File: src/rtl/blt_params.svh
/*
  Constants for the backplane negotiation and training register bank: register indices,
  field positions, reset values and bus response codes.
  Assumes it is included by bare name into the files that need it.
*/
`ifndef BLT_PARAMS_SVH
`define BLT_PARAMS_SVH

// Register indices; the byte address is four times the index
`define BLT_IDX_OVR_EN 8'hC0
`define BLT_IDX_LINK_RDY 8'hC2
`define BLT_IDX_ABILITY 8'hCB
`define BLT_IDX_MASTER 8'hCC
`define BLT_IDX_COEF_CTL 8'hD0
`define BLT_IDX_STROBES 8'hD1
`define BLT_IDX_COEF_FIRST 8'hD4
`define BLT_IDX_COEF_LAST 8'hD7

// Field positions
`define BLT_OVR_EN_BIT 6
`define BLT_LINK_RDY_LSB 12
`define BLT_PART_OVR_BIT 16
`define BLT_LOCAL_OVR_BIT 17
`define BLT_RESTART_LSB 0
`define BLT_PART_NEW_LSB 4
`define BLT_LOCAL_NEW_LSB 8
`define BLT_PART_COEF_LSB 0
`define BLT_LOCAL_COEF_LSB 16
`define BLT_KR4_ABILITY_BIT 3

// Reset values and codes
`define BLT_LINK_RDY_RST 6'h08
`define BLT_LINK_RDY_KR4 6'h08
`define BLT_LINK_RDY_NONE 6'h00
`define BLT_ABILITY_RST 25'h0000000
`define BLT_MASTER_RST 4'h0
`define BLT_COEF_RST 8'h00

// Bus responses
`define BLT_RESP_OKAY 2'h0
`define BLT_RESP_SLVERR 2'h2

`endif

File: src/rtl/blt_pkg.sv
/*
  Types for the backplane negotiation and training register bank.
  Assumes nothing of its surroundings.
*/
package blt_pkg;
  typedef logic [3:0] blt_lane_mask_t;
  typedef logic [7:0] blt_coef_t;
  typedef logic [1:0] blt_resp_t;
  // Result of decoding a register index
  typedef enum logic [2:0] {
    SEL_NONE,
    SEL_OVR_EN,
    SEL_LINK_RDY,
    SEL_ABILITY,
    SEL_MASTER,
    SEL_COEF_CTL,
    SEL_STROBES,
    SEL_COEF
  } blt_sel_t;
endpackage : blt_pkg

File: src/rtl/blt_sc_strobe.sv
/*
  Self-clearing strobe bits: a write of one raises the bit for exactly one clock.
  Assumes the write enable is a single-cycle pulse per bus write.
*/
`timescale 1ns/10ps
module blt_sc_strobe
  import blt_pkg::*;
#(
  parameter int WIDTH = 12
)
(
  input wire logic clock,
  input wire logic rst,
  input wire logic wrEn,
  input wire logic [WIDTH-1:0] setBits,
  output logic [WIDTH-1:0] pulse
);
  logic [WIDTH-1:0] pulse_q;

  // One pulse per write, cleared on the next edge
  always_ff @(posedge clock or posedge rst)
  begin
    if (rst)
    begin
      pulse_q <= '0;
    end
    else
    begin
      pulse_q <= wrEn ? setBits : '0;
    end
  end
  assign pulse = pulse_q;
endmodule : blt_sc_strobe

File: src/rtl/blt_lane_coef.sv
/*
  One lane's coefficient override: software values, the values latched on a strobe,
  and the selection between software and training-derived coefficients.
  Assumes strobes are one-cycle pulses and override enables are steady levels.
*/
`timescale 1ns/10ps
`include "blt_params.svh"
module blt_lane_coef
  import blt_pkg::*;
(
  input wire logic clock,
  input wire logic rst,
  input wire logic wrEn,
  input wire logic [31:0] wrData,
  input wire logic [31:0] wrMask,
  input wire logic partnerOvr,
  input wire logic localOvr,
  input wire logic partnerStrobe,
  input wire logic localStrobe,
  input wire blt_coef_t trainPartnerCoef,
  input wire blt_coef_t derivedLocalCoef,
  output blt_coef_t swPartner,
  output blt_coef_t swLocal,
  output logic partnerLoad,
  output logic localLoad,
  output blt_coef_t partnerCoef,
  output blt_coef_t localCoef
);
  blt_coef_t swPartner_q, swLocal_q, partnerSent_q, localSent_q, partnerCoef_q, localCoef_q;
  logic [31:0] merged;

  assign merged = ({8'h00, swLocal_q, 8'h00, swPartner_q} & ~wrMask) | (wrData & wrMask);
  // Strobes count only while the matching override is set
  // override gates strobes
  assign partnerLoad = partnerStrobe & partnerOvr;
  assign localLoad = localStrobe & localOvr;

  // Software values and values latched on strobes
  always_ff @(posedge clock or posedge rst)
  begin
    if (rst)
    begin
      swPartner_q <= `BLT_COEF_RST;
      swLocal_q <= `BLT_COEF_RST;
      partnerSent_q <= `BLT_COEF_RST;
      localSent_q <= `BLT_COEF_RST;
    end
    else
    begin
      if (wrEn)
      begin
        swPartner_q <= merged[`BLT_PART_COEF_LSB +: 8];
        swLocal_q <= merged[`BLT_LOCAL_COEF_LSB +: 8];
      end
      if (partnerLoad)
        partnerSent_q <= swPartner_q;
      if (localLoad)
        localSent_q <= swLocal_q;
    end
  end

  // Registered outputs: software path under override, training path otherwise
  // output path select
  always_ff @(posedge clock or posedge rst)
  begin
    if (rst)
    begin
      partnerCoef_q <= `BLT_COEF_RST;
      localCoef_q <= `BLT_COEF_RST;
    end
    else
    begin
      partnerCoef_q <= partnerOvr ? (partnerLoad ? swPartner_q : partnerSent_q) : trainPartnerCoef;
      localCoef_q <= localOvr ? (localLoad ? swLocal_q : localSent_q) : derivedLocalCoef;
    end
  end
  assign swPartner = swPartner_q;
  assign swLocal = swLocal_q;
  assign partnerCoef = partnerCoef_q;
  assign localCoef = localCoef_q;
endmodule : blt_lane_coef

File: src/rtl/blt_regs.sv
/*
  Register bank for backplane auto-negotiation and link training of a four-lane port,
  reached over AXI4-Lite. Holds partner ability, link-ready status, master lane override
  and per-lane training controls with self-clearing strobes.
  Assumes one clock, an AXI4-Lite master that keeps one write and one read in flight,
  and negotiation/training logic outside that consumes the outputs.
*/
// Implementation choice: the AXI4-Lite interface to the registers.
`timescale 1ns/10ps
`include "blt_params.svh"

// Operation
// - Link-ready field is one-hot; only the 40G four-lane backplane code is valid.
// - Link-ready bits 17:12 show receive-idle true with link up.
// - Partner ability field, 25 bits, read-only, resets to zero.
// - Only ability bit 3 counts as a valid partner technology.
// - Master lane select is four-bit one-hot, resets to zero.
// - With override enable set, selected lane is master; else build-time lane.
// - Partner override set: partner update commands come from software values.
// - Local override set: software sets local coefficients; else partner commands.
// - Per-lane coefficient registers: partner in bits 7:0, local in 23:16.
// - Writing one to restart bit restarts that lane's training, then self-clears.
// - Writing one to partner-new bit sends software partner values, then self-clears.
// - Partner-new strobe does nothing unless partner override is set.
// - Local-new strobe applies software local values only under local override.
module blt_regs
  import blt_pkg::*;
#(
  parameter blt_lane_mask_t DEFAULT_MASTER_LANE = 4'h1
)
(
  input wire logic clock,
  input wire logic rst,
  input wire logic awvalid,
  output logic awready,
  input wire logic [11:0] awaddr,
  input wire logic wvalid,
  output logic wready,
  input wire logic [31:0] wdata,
  input wire logic [3:0] wstrb,
  output logic bvalid,
  input wire logic bready,
  output blt_resp_t bresp,
  input wire logic arvalid,
  output logic arready,
  input wire logic [11:0] araddr,
  output logic rvalid,
  input wire logic rready,
  output logic [31:0] rdata,
  output blt_resp_t rresp,
  input wire logic anReceiveIdle,
  input wire logic anLinkUp,
  input wire logic abilityValid,
  input wire logic [24:0] partnerAbility,
  output logic partnerKr4Ok,
  output blt_lane_mask_t masterLane,
  output blt_lane_mask_t restartTraining,
  output blt_lane_mask_t partnerCoefLoad,
  output blt_lane_mask_t localCoefLoad,
  input wire logic [31:0] trainPartnerCoef,
  input wire logic [31:0] derivedLocalCoef,
  output logic [31:0] partnerCoef,
  output logic [31:0] localCoef
);
  // ****************************************************************
  // Declarations
  // ****************************************************************
  logic awHeld_q, wHeld_q, bvalid_q, rvalid_q, overrideEn_q, partnerOvr_q, localOvr_q;
  logic [11:0] awAddr_q;
  logic [31:0] wData_q, rdata_q, wrMask;
  logic [3:0] wStrb_q;
  blt_resp_t bresp_q, rresp_q;
  logic [5:0] linkReady_q;
  logic [24:0] ability_q;
  blt_lane_mask_t masterSel_q, masterLane_q;
  logic doWrite, selOneHot;
  blt_sel_t wrSel, rdSel;
  logic [11:0] strobes;
  logic [31:0] swPartnerAll, swLocalAll;

  // Decode a byte address into a register selection
  function automatic blt_sel_t decode(input logic [11:0] addr);
    logic [7:0] idx;
    idx = addr[9:2];
    decode = SEL_NONE;
    if (addr[1:0] != 2'h0 || addr[11:10] != 2'h0)
      decode = SEL_NONE;
    else if (idx == `BLT_IDX_OVR_EN)
      decode = SEL_OVR_EN;
    else if (idx == `BLT_IDX_LINK_RDY)
      decode = SEL_LINK_RDY;
    else if (idx == `BLT_IDX_ABILITY)
      decode = SEL_ABILITY;
    else if (idx == `BLT_IDX_MASTER)
      decode = SEL_MASTER;
    else if (idx == `BLT_IDX_COEF_CTL)
      decode = SEL_COEF_CTL;
    else if (idx == `BLT_IDX_STROBES)
      decode = SEL_STROBES;
    else if (idx >= `BLT_IDX_COEF_FIRST && idx <= `BLT_IDX_COEF_LAST)
      decode = SEL_COEF;
  endfunction : decode

  // ****************************************************************
  // Write channel
  // ****************************************************************
  // Address and data are taken in either order; the write happens once both are held
  assign awready = !awHeld_q && !bvalid_q;
  assign wready = !wHeld_q && !bvalid_q;
  assign doWrite = awHeld_q && wHeld_q && !bvalid_q;
  assign wrSel = decode(awAddr_q);
  assign wrMask = {{8{wStrb_q[3]}}, {8{wStrb_q[2]}}, {8{wStrb_q[1]}}, {8{wStrb_q[0]}}};

  // Capture address and data
  always_ff @(posedge clock or posedge rst)
  begin
    if (rst)
    begin
      awHeld_q <= 1'b0;
      wHeld_q <= 1'b0;
      awAddr_q <= 12'h000;
      wData_q <= 32'h00000000;
      wStrb_q <= 4'h0;
    end
    else
    begin
      if (awvalid && awready)
      begin
        awHeld_q <= 1'b1;
        awAddr_q <= awaddr;
      end
      else if (doWrite)
        awHeld_q <= 1'b0;
      if (wvalid && wready)
      begin
        wHeld_q <= 1'b1;
        wData_q <= wdata;
        wStrb_q <= wstrb;
      end
      else if (doWrite)
        wHeld_q <= 1'b0;
    end
  end

  // Write response, error for unmapped addresses
  always_ff @(posedge clock or posedge rst)
  begin
    if (rst)
    begin
      bvalid_q <= 1'b0;
      bresp_q <= `BLT_RESP_OKAY;
    end
    else if (doWrite)
    begin
      bvalid_q <= 1'b1;
      bresp_q <= (wrSel == SEL_NONE) ? `BLT_RESP_SLVERR : `BLT_RESP_OKAY;
    end
    else if (bready)
      bvalid_q <= 1'b0;
  end
  assign bvalid = bvalid_q;
  assign bresp = bresp_q;

  // ****************************************************************
  // Control registers
  // ****************************************************************
  // Override enables; writes honour byte strobes
  always_ff @(posedge clock or posedge rst)
  begin
    if (rst)
    begin
      overrideEn_q <= 1'b0;
      partnerOvr_q <= 1'b0;
      localOvr_q <= 1'b0;
      masterSel_q <= `BLT_MASTER_RST;
    end
    else if (doWrite)
    begin
      if (wrSel == SEL_OVR_EN && wrMask[`BLT_OVR_EN_BIT])
        overrideEn_q <= wData_q[`BLT_OVR_EN_BIT];
      if (wrSel == SEL_MASTER && wrMask[0])
        masterSel_q <= wData_q[3:0];
      if (wrSel == SEL_COEF_CTL && wrMask[`BLT_PART_OVR_BIT])
      begin
        partnerOvr_q <= wData_q[`BLT_PART_OVR_BIT];
        localOvr_q <= wData_q[`BLT_LOCAL_OVR_BIT];
      end
    end
  end

  // master lane choice
  // A pattern that is not one-hot keeps the build-time lane rather than naming no lane
  assign selOneHot = (masterSel_q != 4'h0) && ((masterSel_q & (masterSel_q - 4'h1)) == 4'h0);
  always_ff @(posedge clock or posedge rst)
  begin
    if (rst)
      masterLane_q <= DEFAULT_MASTER_LANE;
    else
      masterLane_q <= (overrideEn_q && selOneHot) ? masterSel_q : DEFAULT_MASTER_LANE;
  end
  assign masterLane = masterLane_q;

  // ****************************************************************
  // Status registers
  // ****************************************************************
  // link-ready status tracks receive-idle and link up
  // only the 40G four-lane code is ever reported
  always_ff @(posedge clock or posedge rst)
  begin
    if (rst)
      linkReady_q <= `BLT_LINK_RDY_RST;
    else
      linkReady_q <= (anReceiveIdle && anLinkUp) ? `BLT_LINK_RDY_KR4 : `BLT_LINK_RDY_NONE;
  end

  always_ff @(posedge clock or posedge rst)
  begin
    if (rst)
      ability_q <= `BLT_ABILITY_RST;
    else if (abilityValid)
      ability_q <= partnerAbility;
  end
  // only the 40G four-lane ability bit qualifies
  assign partnerKr4Ok = ability_q[`BLT_KR4_ABILITY_BIT];

  // ****************************************************************
  // Strobes and lanes
  // ****************************************************************
  // strobes pulse once per write
  blt_sc_strobe #(.WIDTH(12)) uStrobe (
    .clock(clock),
    .rst(rst),
    .wrEn(doWrite && wrSel == SEL_STROBES),
    .setBits(wData_q[11:0] & wrMask[11:0]),
    .pulse(strobes)
  );
  assign restartTraining = strobes[`BLT_RESTART_LSB +: 4];

  genvar ln;
  generate
    for (ln = 0; ln < 4; ln++)
    begin : gLane
      blt_lane_coef uLane (
        .clock(clock),
        .rst(rst),
        .wrEn(doWrite && wrSel == SEL_COEF && awAddr_q[3:2] == 2'(ln)),
        .wrData(wData_q),
        .wrMask(wrMask),
        .partnerOvr(partnerOvr_q),
        .localOvr(localOvr_q),
        .partnerStrobe(strobes[`BLT_PART_NEW_LSB + ln]),
        .localStrobe(strobes[`BLT_LOCAL_NEW_LSB + ln]),
        .trainPartnerCoef(trainPartnerCoef[8*ln +: 8]),
        .derivedLocalCoef(derivedLocalCoef[8*ln +: 8]),
        .swPartner(swPartnerAll[8*ln +: 8]),
        .swLocal(swLocalAll[8*ln +: 8]),
        .partnerLoad(partnerCoefLoad[ln]),
        .localLoad(localCoefLoad[ln]),
        .partnerCoef(partnerCoef[8*ln +: 8]),
        .localCoef(localCoef[8*ln +: 8])
      );
    end
  endgenerate

  // ****************************************************************
  // Read channel
  // ****************************************************************
  assign arready = !rvalid_q;
  assign rdSel = decode(araddr);

  // Read data registered on the address handshake
  always_ff @(posedge clock or posedge rst)
  begin
    if (rst)
    begin
      rvalid_q <= 1'b0;
      rdata_q <= 32'h00000000;
      rresp_q <= `BLT_RESP_OKAY;
    end
    else if (arvalid && arready)
    begin
      rvalid_q <= 1'b1;
      rresp_q <= (rdSel == SEL_NONE) ? `BLT_RESP_SLVERR : `BLT_RESP_OKAY;
      rdata_q <= 32'h00000000;
      unique case (rdSel)
        SEL_OVR_EN: rdata_q[`BLT_OVR_EN_BIT] <= overrideEn_q;
        SEL_LINK_RDY: rdata_q[`BLT_LINK_RDY_LSB +: 6] <= linkReady_q;
        SEL_ABILITY: rdata_q[24:0] <= ability_q;
        SEL_MASTER: rdata_q[3:0] <= masterSel_q;
        SEL_COEF_CTL: rdata_q[`BLT_LOCAL_OVR_BIT:`BLT_PART_OVR_BIT] <= {localOvr_q, partnerOvr_q};
        SEL_STROBES: rdata_q[11:0] <= strobes;
        SEL_COEF:
        begin
          rdata_q[`BLT_PART_COEF_LSB +: 8] <= swPartnerAll[8*araddr[3:2] +: 8];
          rdata_q[`BLT_LOCAL_COEF_LSB +: 8] <= swLocalAll[8*araddr[3:2] +: 8];
        end
        SEL_NONE: rdata_q <= 32'h00000000;
      endcase
    end
    else if (rready)
      rvalid_q <= 1'b0;
  end
  assign rvalid = rvalid_q;
  assign rdata = rdata_q;
  assign rresp = rresp_q;
endmodule : blt_regs

File: config.mk
export PLATFORM = sky130hd
export DESIGN_NAME = blt_regs
export DESIGN_NICKNAME = d
export VERILOG_FILES = /design/src/rtl/blt_pkg.sv /design/src/rtl/blt_sc_strobe.sv /design/src/rtl/blt_lane_coef.sv /design/src/rtl/blt_regs.sv
export VERILOG_INCLUDE_DIRS = /design/src /design/src/rtl
export SDC_FILE = /design/constraint.sdc
export NUM_CORES = 1
export LEC_CHECK = 0
export BUFFER_PORTS_ARGS = -buffer_cell sky130_fd_sc_hd__buf_2
export CORE_MARGIN = 2
export CORE_UTILIZATION = 45
export DETAILED_ROUTE_END_ITERATION = 10
export GPL_TIMING_DRIVEN = 0
export HOLD_SLACK_MARGIN = 0.02
export PLACE_DENSITY = 0.7
export SETUP_SLACK_MARGIN = 0.05
export SYNTH_ARGS = -nofsm -noshare
export SYNTH_HDL_FRONTEND = slang
export SYNTH_SLANG_ARGS = --single-unit
File: constraint.sdc
create_clock -name clock -period 9.05 [get_ports clock]
set_input_delay 0.4525 -clock clock [delete_from_list [all_inputs] [get_ports clock]]
set_output_delay 0.4525 -clock clock [all_outputs]
set_load 0.05 [all_outputs]
* After elaboration in Yosys (flattened, before gate mapping) *
Index checks and enable logic that the tools add are counted.
Widths: inputs -> output; s select.

storage, ports and cells
  bits in registers = 316
  output and inout port bits = 122

operators by class
  shift-type cells = 2
  $add $sub $neg = 1
  eq/ne operators = 27
  reductions and logical operators = 43
  bitwise operators = 20
  mux-type cells = 53
  magnitude comparators = 4

operators with widths
  operator            count
  $mux 8              16
  $and 24x24->24      5
  $eq 8x8->1 const B  12
  $or 24x24->24       4
  $shiftx 32x6->8     2
  $mux 3              16
  $eq 3x3->1 const B  8
  $not 24->24         1
  $logic_and 1x1->1   21
  $ge 8x8->1 const B  2
  $le 8x8->1 const B  2
  $pmux 4 s2          2
  $pmux 4 s4          1
  $reduce_bool 2->1   8
  $and 12x12->12      1
  $mux 12             1
  $pmux 6 s2          1
  $and 1x1->1         8
  $mux 1              8
  $mux 4              2
  $pmux 2 s4          1
  $eq 3x1->1 const B  2
  $eq 3x2->1 const B  2
  $logic_not 3->1     2
  14 further kinds    22

* Depth between registers and ports, before layout *
Gate-level depths: netlist of run 1.

  depth after elaboration = 13
  mapped depth = 7

* Hierarchy *
A second synthesis of run 1 with hierarchy kept.

second synthesis, totals
  cell total of the unflattened synthesis = 1112
  area, all modules = 14257.4 µm²

by module, submodules not included
  module         area an instance (µm²)  cells an instance  times used
  blt_lane_coef  2063.2                  157                4
  blt_regs       5604.1                  458                1
  blt_sc_strobe  400.4                   26                 1

* Worst setup path before layout of run 1 *
No wires, ideal clock.

  path type = flip-flop to flip-flop
  from = reg bvalid_q, in the netlist bvalid
  to = reg wData_q[10]
  slack = 6.448 ns
  arrival time = 2.477 ns
  cell stages (with the launch flop) = 6
  data required time = 8.925 ns
  period minus slack after synthesis = 2.602 ns
  path through = dfrtp_1 nor2_1 and2_1 clkbuf_1 clkbuf_1 mux2_2

between the ends
  cells in the longest elaborated chain, start to end = 3

RTL lines
  what                      RTL line         RTL
  start: declaration        blt_regs.sv:68   logic awHeld_q, wHeld_q, bvalid_q, rvalid_q, overrideEn_q, partnerOvr_q, localOvr_q;
  start signal: assignment  blt_regs.sv:150  bvalid_q <= 1'b0;
  start signal: assignment  blt_regs.sv:155  bvalid_q <= 1'b1;
  start signal: assignment  blt_regs.sv:159  bvalid_q <= 1'b0;
  $logic_not 1->1           blt_regs.sv:109  assign wready = !wHeld_q && !bvalid_q;
  $logic_and 1x1->1         blt_regs.sv:109
  via wready                blt_regs.sv:38   output logic wready,
  $logic_and 1x1->1         blt_regs.sv:134  if (wvalid && wready)
  end signal: assignment    blt_regs.sv:137  wData_q <= wdata;
  end: declaration          blt_regs.sv:70   logic [31:0] wData_q, rdata_q, wrMask;

The timed path passes the listed nets, and every way through them passes these cells.
A chain may end at the register's enable or synchronous reset.

* Worst setup path in the final report of run 1 *
  from = reg localOvr_q
  to = out localCoefLoad[2]

between the ends
  cells in the longest elaborated chain, start to end = 1

RTL lines
  what                      RTL line             RTL
  start: declaration        blt_regs.sv:68
  start signal: assignment  blt_regs.sv:186      localOvr_q <= wData_q[`BLT_LOCAL_OVR_BIT];
  $and 1x1->1               blt_lane_coef.sv:36  assign localLoad = localStrobe & localOvr;
  end: declaration          blt_regs.sv:59       output blt_lane_mask_t localCoefLoad,

Every way passes these cells.

==> out/results.tsv, run 1 <==
stage	metric	value	unit
yosys	synth_edf_count	0	
worst_setup_path	r2r_cells	7	
timing	slew_viol_final	0	
detailed_routing	wl	31400	um
detailed_routing	drc_errors	0	
power_and_ir_drop	total_power	3.63	mW
power_and_ir_drop	power.density	228	nW/um^2
yosys	ys_ff_latch	307	
yosys	synth.area.top_cells	dfrtp_1 (59%), mux2_2 (22%), mux4_2 (2.8%)	
floorplan	fp-row-count	61	
timing	max_freq	0.350	GHz
power_and_ir_drop	clkPwrFrac	0.397	
detailed_routing	dr.max_layer_used	met5	
floorplan	initial_core_util	0.460	
placed_design	placed_area	14700	sq um
global_routing	overflow	0	
floorplan	die_x	173	um
power_and_ir_drop	p_int	2.60	mW
timing	rsz0062_at_grt	false	
placed_design	port_buffers	257	
clock_tree	cts_tree	done	
placed_design	post-dp-hpwl	22900	um
floorplan	dieArea	30000	sq um
floorplan	die_h	173	um
detailed_routing	route.vias.total	8328	
flow_run	drv_cap	0	
clock_tree	postCtsSetupBuffers	0	
yosys	synthArstFlopShare	1.00	
clock_tree	post_cts_resized	0	
timing	hold_viol	0	
clock_tree	numCtsBuffers	34	
worst_setup_path	slowest_stage	nand2_1	
yosys	synth_commonest_cells	dfrtp_1 (305), mux2_2 (254), nand2_1 (44)	
detailed_routing	drtPass1Iterations	4	
yosys	syn_area	12900	sq um
clock_tree	clock_latency	0.52	ns
placed_design	dp.cells	1533	
clock_tree	cts_hold_buf	0	
global_routing	antenna_found_initial	2	
power_and_ir_drop	ir_drop	0.000156	V
yosys	netlist.area_leader.share	0.592	
timing	finalSetupViolations	0	
timing	fin_crit_sh	0.316	
layout	design_area	15900	sq um
yosys	yosysUniqueCellTypes	67	
floorplan	io_pins	281	
worst_setup_path	slowest_delay	0.53	ns
global_routing	grt_usage	0.211	
worst_setup_path	start_kind	flip-flop	
clock_tree	clk_pin_slew	0.06	ns
power_and_ir_drop	p_leak	7.86	nW
global_routing	grt_pass1_wl	49600	um
timing	setup_tns	0	ns
detailed_routing	wl_met2	14800	um
layout	fin_cells	1596	
yosys	yosysWarnings	0	
yosys	synth_cells	888	
timing	fin_crit	2.86	ns
floorplan	design.core.area	28000	sq um
power_and_ir_drop	seq_power_share	0.448	
power_and_ir_drop	comb_power_share	0.155	
timing	skew	0.0191	ns
worst_setup_path	crit_required	8.60	ns
power_and_ir_drop	switching_share	0.283	
detailed_routing	wl_met3	2060	um
detailed_routing	ant_nets	0	
placed_design	gp_congestion	0.843	
worst_setup_path	cp-end-kind	output port	
layout	syn_to_final_growth	23.6	%
timing	tightest_slew	1.17	ns
yosys	yosysTopAreaCell	dfrtp_1	
detailed_routing	wl_per_cell	19.6	um
detailed_routing	wl_met1	13800	um
layout	nNetsFinal	1350	
clock_tree	htreeDepth	2	
clock_tree	ctsRootBufferMaster	clkbuf_16	
timing	relSlewSlack	0.212	
detailed_routing	drtIter0Drc	619	
layout	drive_gt1_frac	0.530	
status	status	completed	
yosys	syn_avg_cell_area	14.5	sq um
clock_tree	cts.sinks	307	
yosys	ys.flop_type	dfrtp_1	
worst_setup_path	path_class	reg2out	
worst_setup_path	worstPathMaxFanout	10	
worst_setup_path	cp_cell_sequence	clkbuf_1 > nand2_1 > inv_1 > buf_4 > buf_2	
clock_tree	clock_path_buffers	3	
yosys	yosysMostFrequentCell	dfrtp_1	
global_routing	grt_start_max_net_pins	118	
yosys	yosysSeqAreaShare	0.596	
detailed_routing	vias_per_cell	5.22	
min_path	min_path_type	in2async	
global_routing	grt_pass1_vias	8823	
worst_setup_path	crit_arrival	2.41	ns
layout	final_util	0.569	
power_and_ir_drop	power.switching	1.03	mW
[metrics by stage]
stage | hold WS, ns | setup WS [ns]
floorplan | 0.449 | 0.113
global placement | 0.446 | -3.23
detailed placement | 0.455 | 6.16
CTS | 0.0412 | 6.04
global route | 0.0737 | 6.01
finish | 0.0106 | 6.19
[power groups by stage]
stage               combinational (mW)  sequential [mW]  clock, mW
floorplan                        0.335             1.70          0
global placement                 0.551             1.65          0
detailed placement               0.567             1.65          0
CTS                              0.570             1.63       1.47
global route                     0.607             1.65       1.53
finish                           0.562             1.63       1.44
[routing by layer]
layer / track usage / up-vias
met5: 0 / -
met4: 0.0579 / 2
met3: 0.0386 / 55
met2: 0.343 / 271
met1: 0.294 / 4193
li1: - / 3807
[area by class of cell]
class | instances | area (sq um)
antenna | 1 | 2.50
buffer | 56 | 342
clock buffer | 42 | 952
clock inverter | 20 | 239
fill | 2342 | 12100
inverter | 13 | 56.3
multi-input combinational | 520 | 4840
sequential | 307 | 7680
tap | 378 | 473
timing repair buffer | 259 | 1340
[worst paths after layout]
check                      slack (ns)                    start                        to
max                              6.19   localOvr_q$_DFFE_PP0P_          localCoefLoad[2]
min                              0.01                      rst       wHeld_q$_DFFE_PP0P_
max reg2reg                      6.63  awAddr_q[0]$_DFFE_PP0P_                 flip-flop
min reg2reg                      0.46    rdata[13]$_DFFE_PP0P_     rdata[13]$_DFFE_PP0P_
max in group asynchronous        7.60                      rst  linkReady_q[3]$_DFF_PP1_
min in group clock               0.13                   bready        bvalid$_DFFE_PP0P_
[layout by cell type, fill, tap and decap left out, types with 6 or more instances in the layout]
| master | instances |
|---|---|
| nor2b_1 | 7 |
| nor2_1 | 32 |
| mux2_2 | 254 |
| clkbuf_16 | 35 |
| nand2_1 | 44 |
| conb_1 | 9 |
| buf_4 | 19 |
| clkinv_2 | 9 |
| inv_1 | 12 |
| nand3_1 | 8 |
| nor3_1 | 6 |
| clkbuf_1 | 21 |
| and2_1 | 16 |
| buf_1 | 7 |
| a221oi_1 | 14 |
| dfrtp_1 | 305 |
| a21oi_1 | 7 |
| buf_2 | 262 |
| mux2_4 | 8 |
| mux4_2 | 16 |
| o21ai_0 | 13 |
[worst max-delay path, delay by kind of cell, from the launching register on]
| kind | cells | cell delay (ns) |
|---|---|---|
| buf+inv | 4 | 0.99 |
| flops | 1 | 0.35 |
| simple gates | 1 | 0.53 |
[cells by family (layout without fill, tap and decap cells)]
family,after synthesis,after routing,share of synthesized area
multiplexers,280,280,0.261
other,1,10,0.000291
XOR/XNOR,2,2,0.00136
AO/OA/AOI/OAI,64,64,0.0368
buffers and inverters,69,390,0.0303
AND/OR/NAND/NOR,165,165,0.0743
flip-flops,307,307,0.596
(Power assumes the default switching activity.)
==> run 2, diff against run 1 <==
--- a/config.mk
+++ b/config.mk
@@ -6,13 +6,14 @@
 export SDC_FILE = /design/constraint.sdc
 export NUM_CORES = 1
 export LEC_CHECK = 0
+export ABC_AREA = 1
 export BUFFER_PORTS_ARGS = -buffer_cell sky130_fd_sc_hd__buf_2
 export CORE_MARGIN = 2
 export CORE_UTILIZATION = 45
 export DETAILED_ROUTE_END_ITERATION = 10
 export GPL_TIMING_DRIVEN = 0
 export HOLD_SLACK_MARGIN = 0.02
-export PLACE_DENSITY = 0.7
+export PLACE_DENSITY = 0.67
 export SETUP_SLACK_MARGIN = 0.05
 export SYNTH_ARGS = -nofsm -noshare
 export SYNTH_HDL_FRONTEND = slang
==> constraint.sdc (replaced) <==
create_clock -name clock -period 2.7 [get_ports clock]
set_input_delay 0.135 -clock clock [delete_from_list [all_inputs] [get_ports clock]]
set_output_delay 0.135 -clock clock [all_outputs]
set_load 0.05 [all_outputs]
==> out/results.tsv, run 2 <==
stage	metric	value	unit
min_path	min_path_type	in2reg	
power_and_ir_drop	total_power	12.3	mW
detailed_routing	drtIter0Drc	928	
yosys	synth_fa_ha_area_frac	0	
power_and_ir_drop	power.switching	3.81	mW
yosys	yosysWarnings	0	
detailed_routing	vias_per_cell	5.17	
timing	fin_crit_sh	0.933	
placed_design	post-dp-hpwl	27300	um
layout	diodes	0	
clock_tree	numCtsBuffers	34	
yosys	syn_area	13000	sq um
layout	mostFrequentLayoutCells	nand2_1 (377), dfrtp_1 (305), buf_2 (263)	
worst_setup_path	worstPathMaxFanout	10	
global_routing	grt_pass1_vias	11400	
clock_tree	clk_pin_slew	0.06	ns
clock_tree	htreeDepth	2	
floorplan	design.core.area	28500	sq um
detailed_routing	route.vias.total	11400	
yosys	yosysSeqAreaShare	0.592	
yosys	ys_ff_latch	307	
clock_tree	cts_tree	done	
floorplan	initial_core_util	0.454	
yosys	synth_edf_count	0	
timing	fin_crit	2.52	ns
yosys	netlist.area_leader.share	0.588	
timing	fin_ws	0.182	ns
yosys	yosysTopAreaCell	dfrtp_1	
timing	hold_viol	0	
yosys	syn_avg_cell_area	9.53	sq um
yosys	synth_mux_area_frac	0.0625	
worst_setup_path	cp-end-kind	flip-flop	
power_and_ir_drop	power.density	709	nW/um^2
global_routing	overflow	0	
clock_tree	cts.sinks	307	
power_and_ir_drop	comb_power_share	0.185	
yosys	synth_commonest_cells	nand2_1 (377), dfrtp_1 (305), nor2_1 (130)	
placed_design	pre_cts_ws	0.230	ns
power_and_ir_drop	p_int	8.47	mW
status	status	completed	
detailed_routing	wl	38700	um
global_routing	grt_start_max_net_pins	39	
timing	tightest_slew	0.939	ns
power_and_ir_drop	seq_power_share	0.443	
clock_tree	clock_path_buffers	3	
floorplan	die_h	174	um
placed_design	gp_congestion	0.954	
yosys	synthXorXnorAreaFrac	0.000675	
layout	final_common_cell	nand2_1	
yosys	yosysMostFrequentCell	nand2_1	
floorplan	io_pins	281	
yosys	synth_top_family_by_area	simple AND/OR/NAND/NOR gates	
yosys	synth_cells	1361	
timing	max_freq	0.397	GHz
floorplan	die_x	174	um
placed_design	port_buffers	257	
power_and_ir_drop	clkPwrFrac	0.372	
floorplan	fp-row-count	62	
yosys	synth-simple-area-share	0.205	
detailed_routing	drc_errors	0	
timing	relSlewSlack	0.372	
timing	skew	0.0168	ns
power_and_ir_drop	ir_drop	0.000900	V
layout	drive_gt1_frac	0.237	
detailed_routing	drtPass1Iterations	5	
layout	nNetsFinal	1957	
yosys	synth_compound_area_frac	0.0739	
global_routing	grt_pass1_wl	61400	um
clock_tree	clock_latency	0.52	ns
layout	syn_to_final_growth	33.6	%
power_and_ir_drop	p_leak	8.70	nW
yosys	yosysUniqueCellTypes	34	
timing	slew_viol_final	0	
timing	rsz0062_at_grt	true	
detailed_routing	wl_per_cell	17.6	um
clock_tree	ctsRootBufferMaster	clkbuf_16	
power_and_ir_drop	switching_share	0.310	
worst_setup_path	crit_arrival	2.91	ns
yosys	synthArstFlopShare	1.00	
global_routing	grt_usage	0.257	
yosys	synth.area.top_cells	dfrtp_1 (59%), nand2_1 (11%), mux2_2 (6.3%)	
worst_setup_path	start_kind	flip-flop	
yosys	ys.flop_type	dfrtp_1	
global_routing	antenna_found_initial	0	
detailed_routing	ant_nets	0	
flow_run	drv_cap	0	
worst_setup_path	crit_required	3.09	ns
worst_setup_path	path_class	reg2reg	
timing	finalSetupViolations	0	
floorplan	dieArea	30200	sq um
## run 2: cell types whose count changed after synthesis, moves of 31 or more
cell | previous run | this run
mux2_2 | 254 | 72
nand4_1 | 1 | 82
nor2_1 | 32 | 130
inv_1 | 13 | 106
nand2_1 | 44 | 377
a31oi_1 | 0 | 31
o21ai_0 | 13 | 62
## run 2: power groups by stage
stage	clock, mW	combinational (mW)	sequential, mW
floorplan	0	1.11	5.72
global route	4.82	2.45	5.48
CTS	4.64	2.23	5.41
finish	4.56	2.27	5.44
global placement	0	2.00	5.47
detailed placement	0	2.08	5.48
## run 2: worst max-delay path, stage by stage (launching register included)
cell and delay, ns:
dfrtp_1 0.43, nor2_1 0.24, buf_4 0.23, nand3_1 0.09, nand3_1 0.13, nand2_1 0.14, nor3_4 0.45, nand3_1 0.45
nand2_1 0.17, nand2_1 0.07
## run 2: cell type report
class / count / area, sq um
plain buffers: 74 / 429
clock buffers: 48 / 985
clock inverters: 9 / 103
fillers: 2447 / 11200
inverters: 110 / 417
multi-input cells: 877 / 4490
flip-flops and latches: 307 / 7680
well taps: 384 / 480
repair buffers: 394 / 2740
## run 2: logic make-up (layout without fill, tap and decap cells)
| kind of cell | after synthesis | in the layout |
|---|---|---|
| AND/OR/NAND/NOR | 633 | 633 |
| flip-flops | 307 | 307 |
| buffers and inverters | 185 | 635 |
| AO/OA/AOI/OAI | 162 | 162 |
| multiplexers | 72 | 72 |
| other | 1 | 9 |
| XOR/XNOR | 1 | 1 |
## run 2: worst paths after layout
kind / start / end / slack (ns) / cells past startpoint
max in group asynchronous: rst / masterLane[0]$_DFF_PP1_ / 1.33 / 5
setup / recovery: awAddr_q[2]$_DFFE_PP0P_ / flip-flop / 0.18 / 9
min in group asynchronous: rst / gLane[3].uLane.localCoef[2]$_DFF_PP0_ / 0.38 / 3
setup reg to reg: awAddr_q[2]$_DFFE_PP0P_ / flip-flop / 0.18 / 9
hold reg to reg: flip-flop / flip-flop / 0.47 / 2
hold / removal: arvalid / rdata[21]$_DFFE_PP0P_ / 0.09 / 5
## run 2: repair_timing
item,in CTS,in global routing
setup endpoints to repair,1,65
setup buffers,0,0
gates resized for setup,1,4
hold buffers,129,0
endpoints found under the hold margin,160,0
## run 2: layer usage
metal  global-route usage  part of all wire
met1                0.355              0.42
met2                0.406              0.46
met3               0.0515             0.084
met4               0.0921             0.033
met5                    0                 0
## run 2: through the flow
stage / instances / cell area (sq um) / hold slack (ns) / util / TNS (ns)
floorplan: 1369 / 13000 / 0.207 / - / -463.93
finish: 2203 / 17300 / 0.0856 / 0.607 / 0
CTS: 2204 / 17300 / 0.0747 / 0.606 / 0
global route: 2203 / 17300 / 0.125 / 0.607 / 0
detailed placement: 2018 / 14900 / 0.324 / 0.523 / 0
global placement: 2010 / 14800 / 0.316 / 0.517 / -997.92
==> run 3, diff against run 2 <==
--- a/config.mk
+++ b/config.mk
@@ -9,11 +9,11 @@
 export ABC_AREA = 1
 export BUFFER_PORTS_ARGS = -buffer_cell sky130_fd_sc_hd__buf_2
 export CORE_MARGIN = 2
-export CORE_UTILIZATION = 45
+export CORE_UTILIZATION = 30
 export DETAILED_ROUTE_END_ITERATION = 10
 export GPL_TIMING_DRIVEN = 0
 export HOLD_SLACK_MARGIN = 0.02
-export PLACE_DENSITY = 0.67
+export PLACE_DENSITY = 0.48
 export SETUP_SLACK_MARGIN = 0.05
 export SYNTH_ARGS = -nofsm -noshare
 export SYNTH_HDL_FRONTEND = slang
==> out/results.tsv, run 3 (same netlist as run 2, synthesis figures left out) <==
stage	metric	value	unit
clock_tree	numCtsBuffers	37	
clock_tree	ctsRootBufferMaster	clkbuf_16	
flow_run	drv_cap	0	
placed_design	port_buffers	257	
global_routing	grt_pass1_wl	65800	um
global_routing	overflow	0	
layout	final_common_cell	nand2_1	
timing	max_freq	0.396	GHz
global_routing	antenna_found_initial	2	
power_and_ir_drop	total_power	12.5	mW
clock_tree	cts.sinks	307	
layout	final_util	0.411	
timing	fin_ws	0.175	ns
worst_setup_path	crit_required	3.12	ns
floorplan	die_h	212	um
timing	fin_crit_sh	0.935	
detailed_routing	ant_nets	0	
timing	fin_crit	2.53	ns
clock_tree	clk_pin_slew	0.06	ns
global_routing	grt_usage	0.194	
status	status	completed	
placed_design	post-dp-hpwl	32000	um
detailed_routing	route.vias.total	11100	
detailed_routing	vias_per_cell	4.62	
layout	diodes	0	
placed_design	pre_cts_ws	0.243	ns
timing	skew	0.0300	ns
floorplan	fp-row-count	76	
layout	mostFrequentLayoutCells	nand2_1 (377), dfrtp_1 (305), buf_2 (263)	
worst_setup_path	crit_arrival	2.94	ns
power_and_ir_drop	ir_drop	0.000650	V
worst_setup_path	worstPathMaxFanout	10	
detailed_routing	drtPass1Iterations	5	
power_and_ir_drop	p_leak	8.74	nW
detailed_routing	drc_errors	0	
clock_tree	cts_tree	done	
worst_setup_path	start_kind	flip-flop	
floorplan	initial_core_util	0.302	
min_path	min_path_type	in2reg	
detailed_routing	drtIter0Drc	713	
power_and_ir_drop	power.density	710	nW/um^2
clock_tree	clock_path_buffers	3	
floorplan	design.core.area	42900	sq um
timing	finalSetupViolations	0	
worst_setup_path	cp-end-kind	flip-flop	
timing	hold_viol	0	
clock_tree	htreeDepth	2	
layout	drive_gt1_frac	0.238	
global_routing	grt_start_max_net_pins	42	
clock_tree	clock_latency	0.55	ns
clock_tree	postCtsSetupBuffers	0	
layout	nNetsFinal	1960	
floorplan	io_pins	281	
floorplan	dieArea	44900	sq um
detailed_routing	wl	43000	um
floorplan	die_x	212	um
timing	setup_tns	0	ns
worst_setup_path	path_class	reg2reg	
global_routing	grt_pass1_vias	11300	
placed_design	gp_congestion	0.830	
timing	rsz0062_at_grt	true	
detailed_routing	wl_per_cell	17.9	um
layout	syn_to_final_growth	36.0	%
timing	relSlewSlack	0.356	
timing	slew_viol_final	0	
timing	tightest_slew	0.942	ns
-- run 3: cell types whose count changed in the layout (fill, tap and decap cells not counted), sizes merged --
cell,previous run,this run
inv,107,108
clkbuf,88,96
bufinv,2,0
clkinv,9,7
-- run 3: area by class of cell --
| type | count | area [sq um] |
|---|---|---|
| clock inverter | 6 | 40.0 |
| timing repair buffer | 394 | 2740 |
| clock buffer | 56 | 1120 |
| buffer | 74 | 430 |
| tap | 585 | 732 |
| fill | 4329 | 25200 |
| inverter | 110 | 417 |
| multi-input combinational | 877 | 4480 |
| sequential | 307 | 7680 |
-- run 3: timing repair --
action	4_1_cts	5_1_grt
resized for setup	1	4
hold endpoints to repair	148	0
setup endpoints to repair	4	56
hold buffers	129	0
-- run 3: metrics by stage --
step | cell area (sq um) | std cells | hold WS [ns]
after floorplan | 13000 | 1369 | 0.207
after global placement | 15000 | 2211 | 0.327
after detailed placement | 15200 | 2219 | 0.261
after CTS | 17600 | 2409 | 0.0453
after global routing | 17600 | 2409 | 0.0555
final | 17600 | 2409 | 0.0504
-- run 3: path summary, 6_finish.rpt --
check | start | end | slack [ns] | cells after the start
min reg2reg | flip-flop | flip-flop | 0.47 | 2
max in group asynchronous | rst | rdata[10]$_DFFE_PP0P_ | 1.29 | 6
min in group asynchronous | rst | gLane[2].uLane.localCoef[4]$_DFF_PP0_ | 0.22 | 3
max | awAddr_q[3]$_DFFE_PP0P_ | flip-flop | 0.17 | 8
min | abilityValid | ability_q[21]$_DFFE_PP0P_ | 0.05 | 2
max reg2reg | awAddr_q[3]$_DFFE_PP0P_ | flip-flop | 0.17 | 8
-- run 3: worst max-delay path: stages (launching register included) --
cell and delay (ns):
dfrtp_1 0.42, inv_1 0.09, nor2_2 0.42, nand3_1 0.16, and3_1 0.22, nor3_4 0.43, nand3_1 0.44, nand2_1 0.16
nand2_1 0.06
-- run 3: power by group --
| group | internal [mW] | switching [mW] |
|---|---|---|
| Clock | 2.85 | 1.97 |
| Combinational | 0.719 | 1.55 |
| Sequential | 5.02 | 0.417 |
-- run 3: routing by layer --
metal,vias to the layer above,global-route usage,part of all wire
li1,5374,-,-
met1,5361,0.271,0.47
met2,317,0.297,0.45
met3,62,0.0455,0.058
met4,4,0.0559,0.023
met5,-,0,0.00056
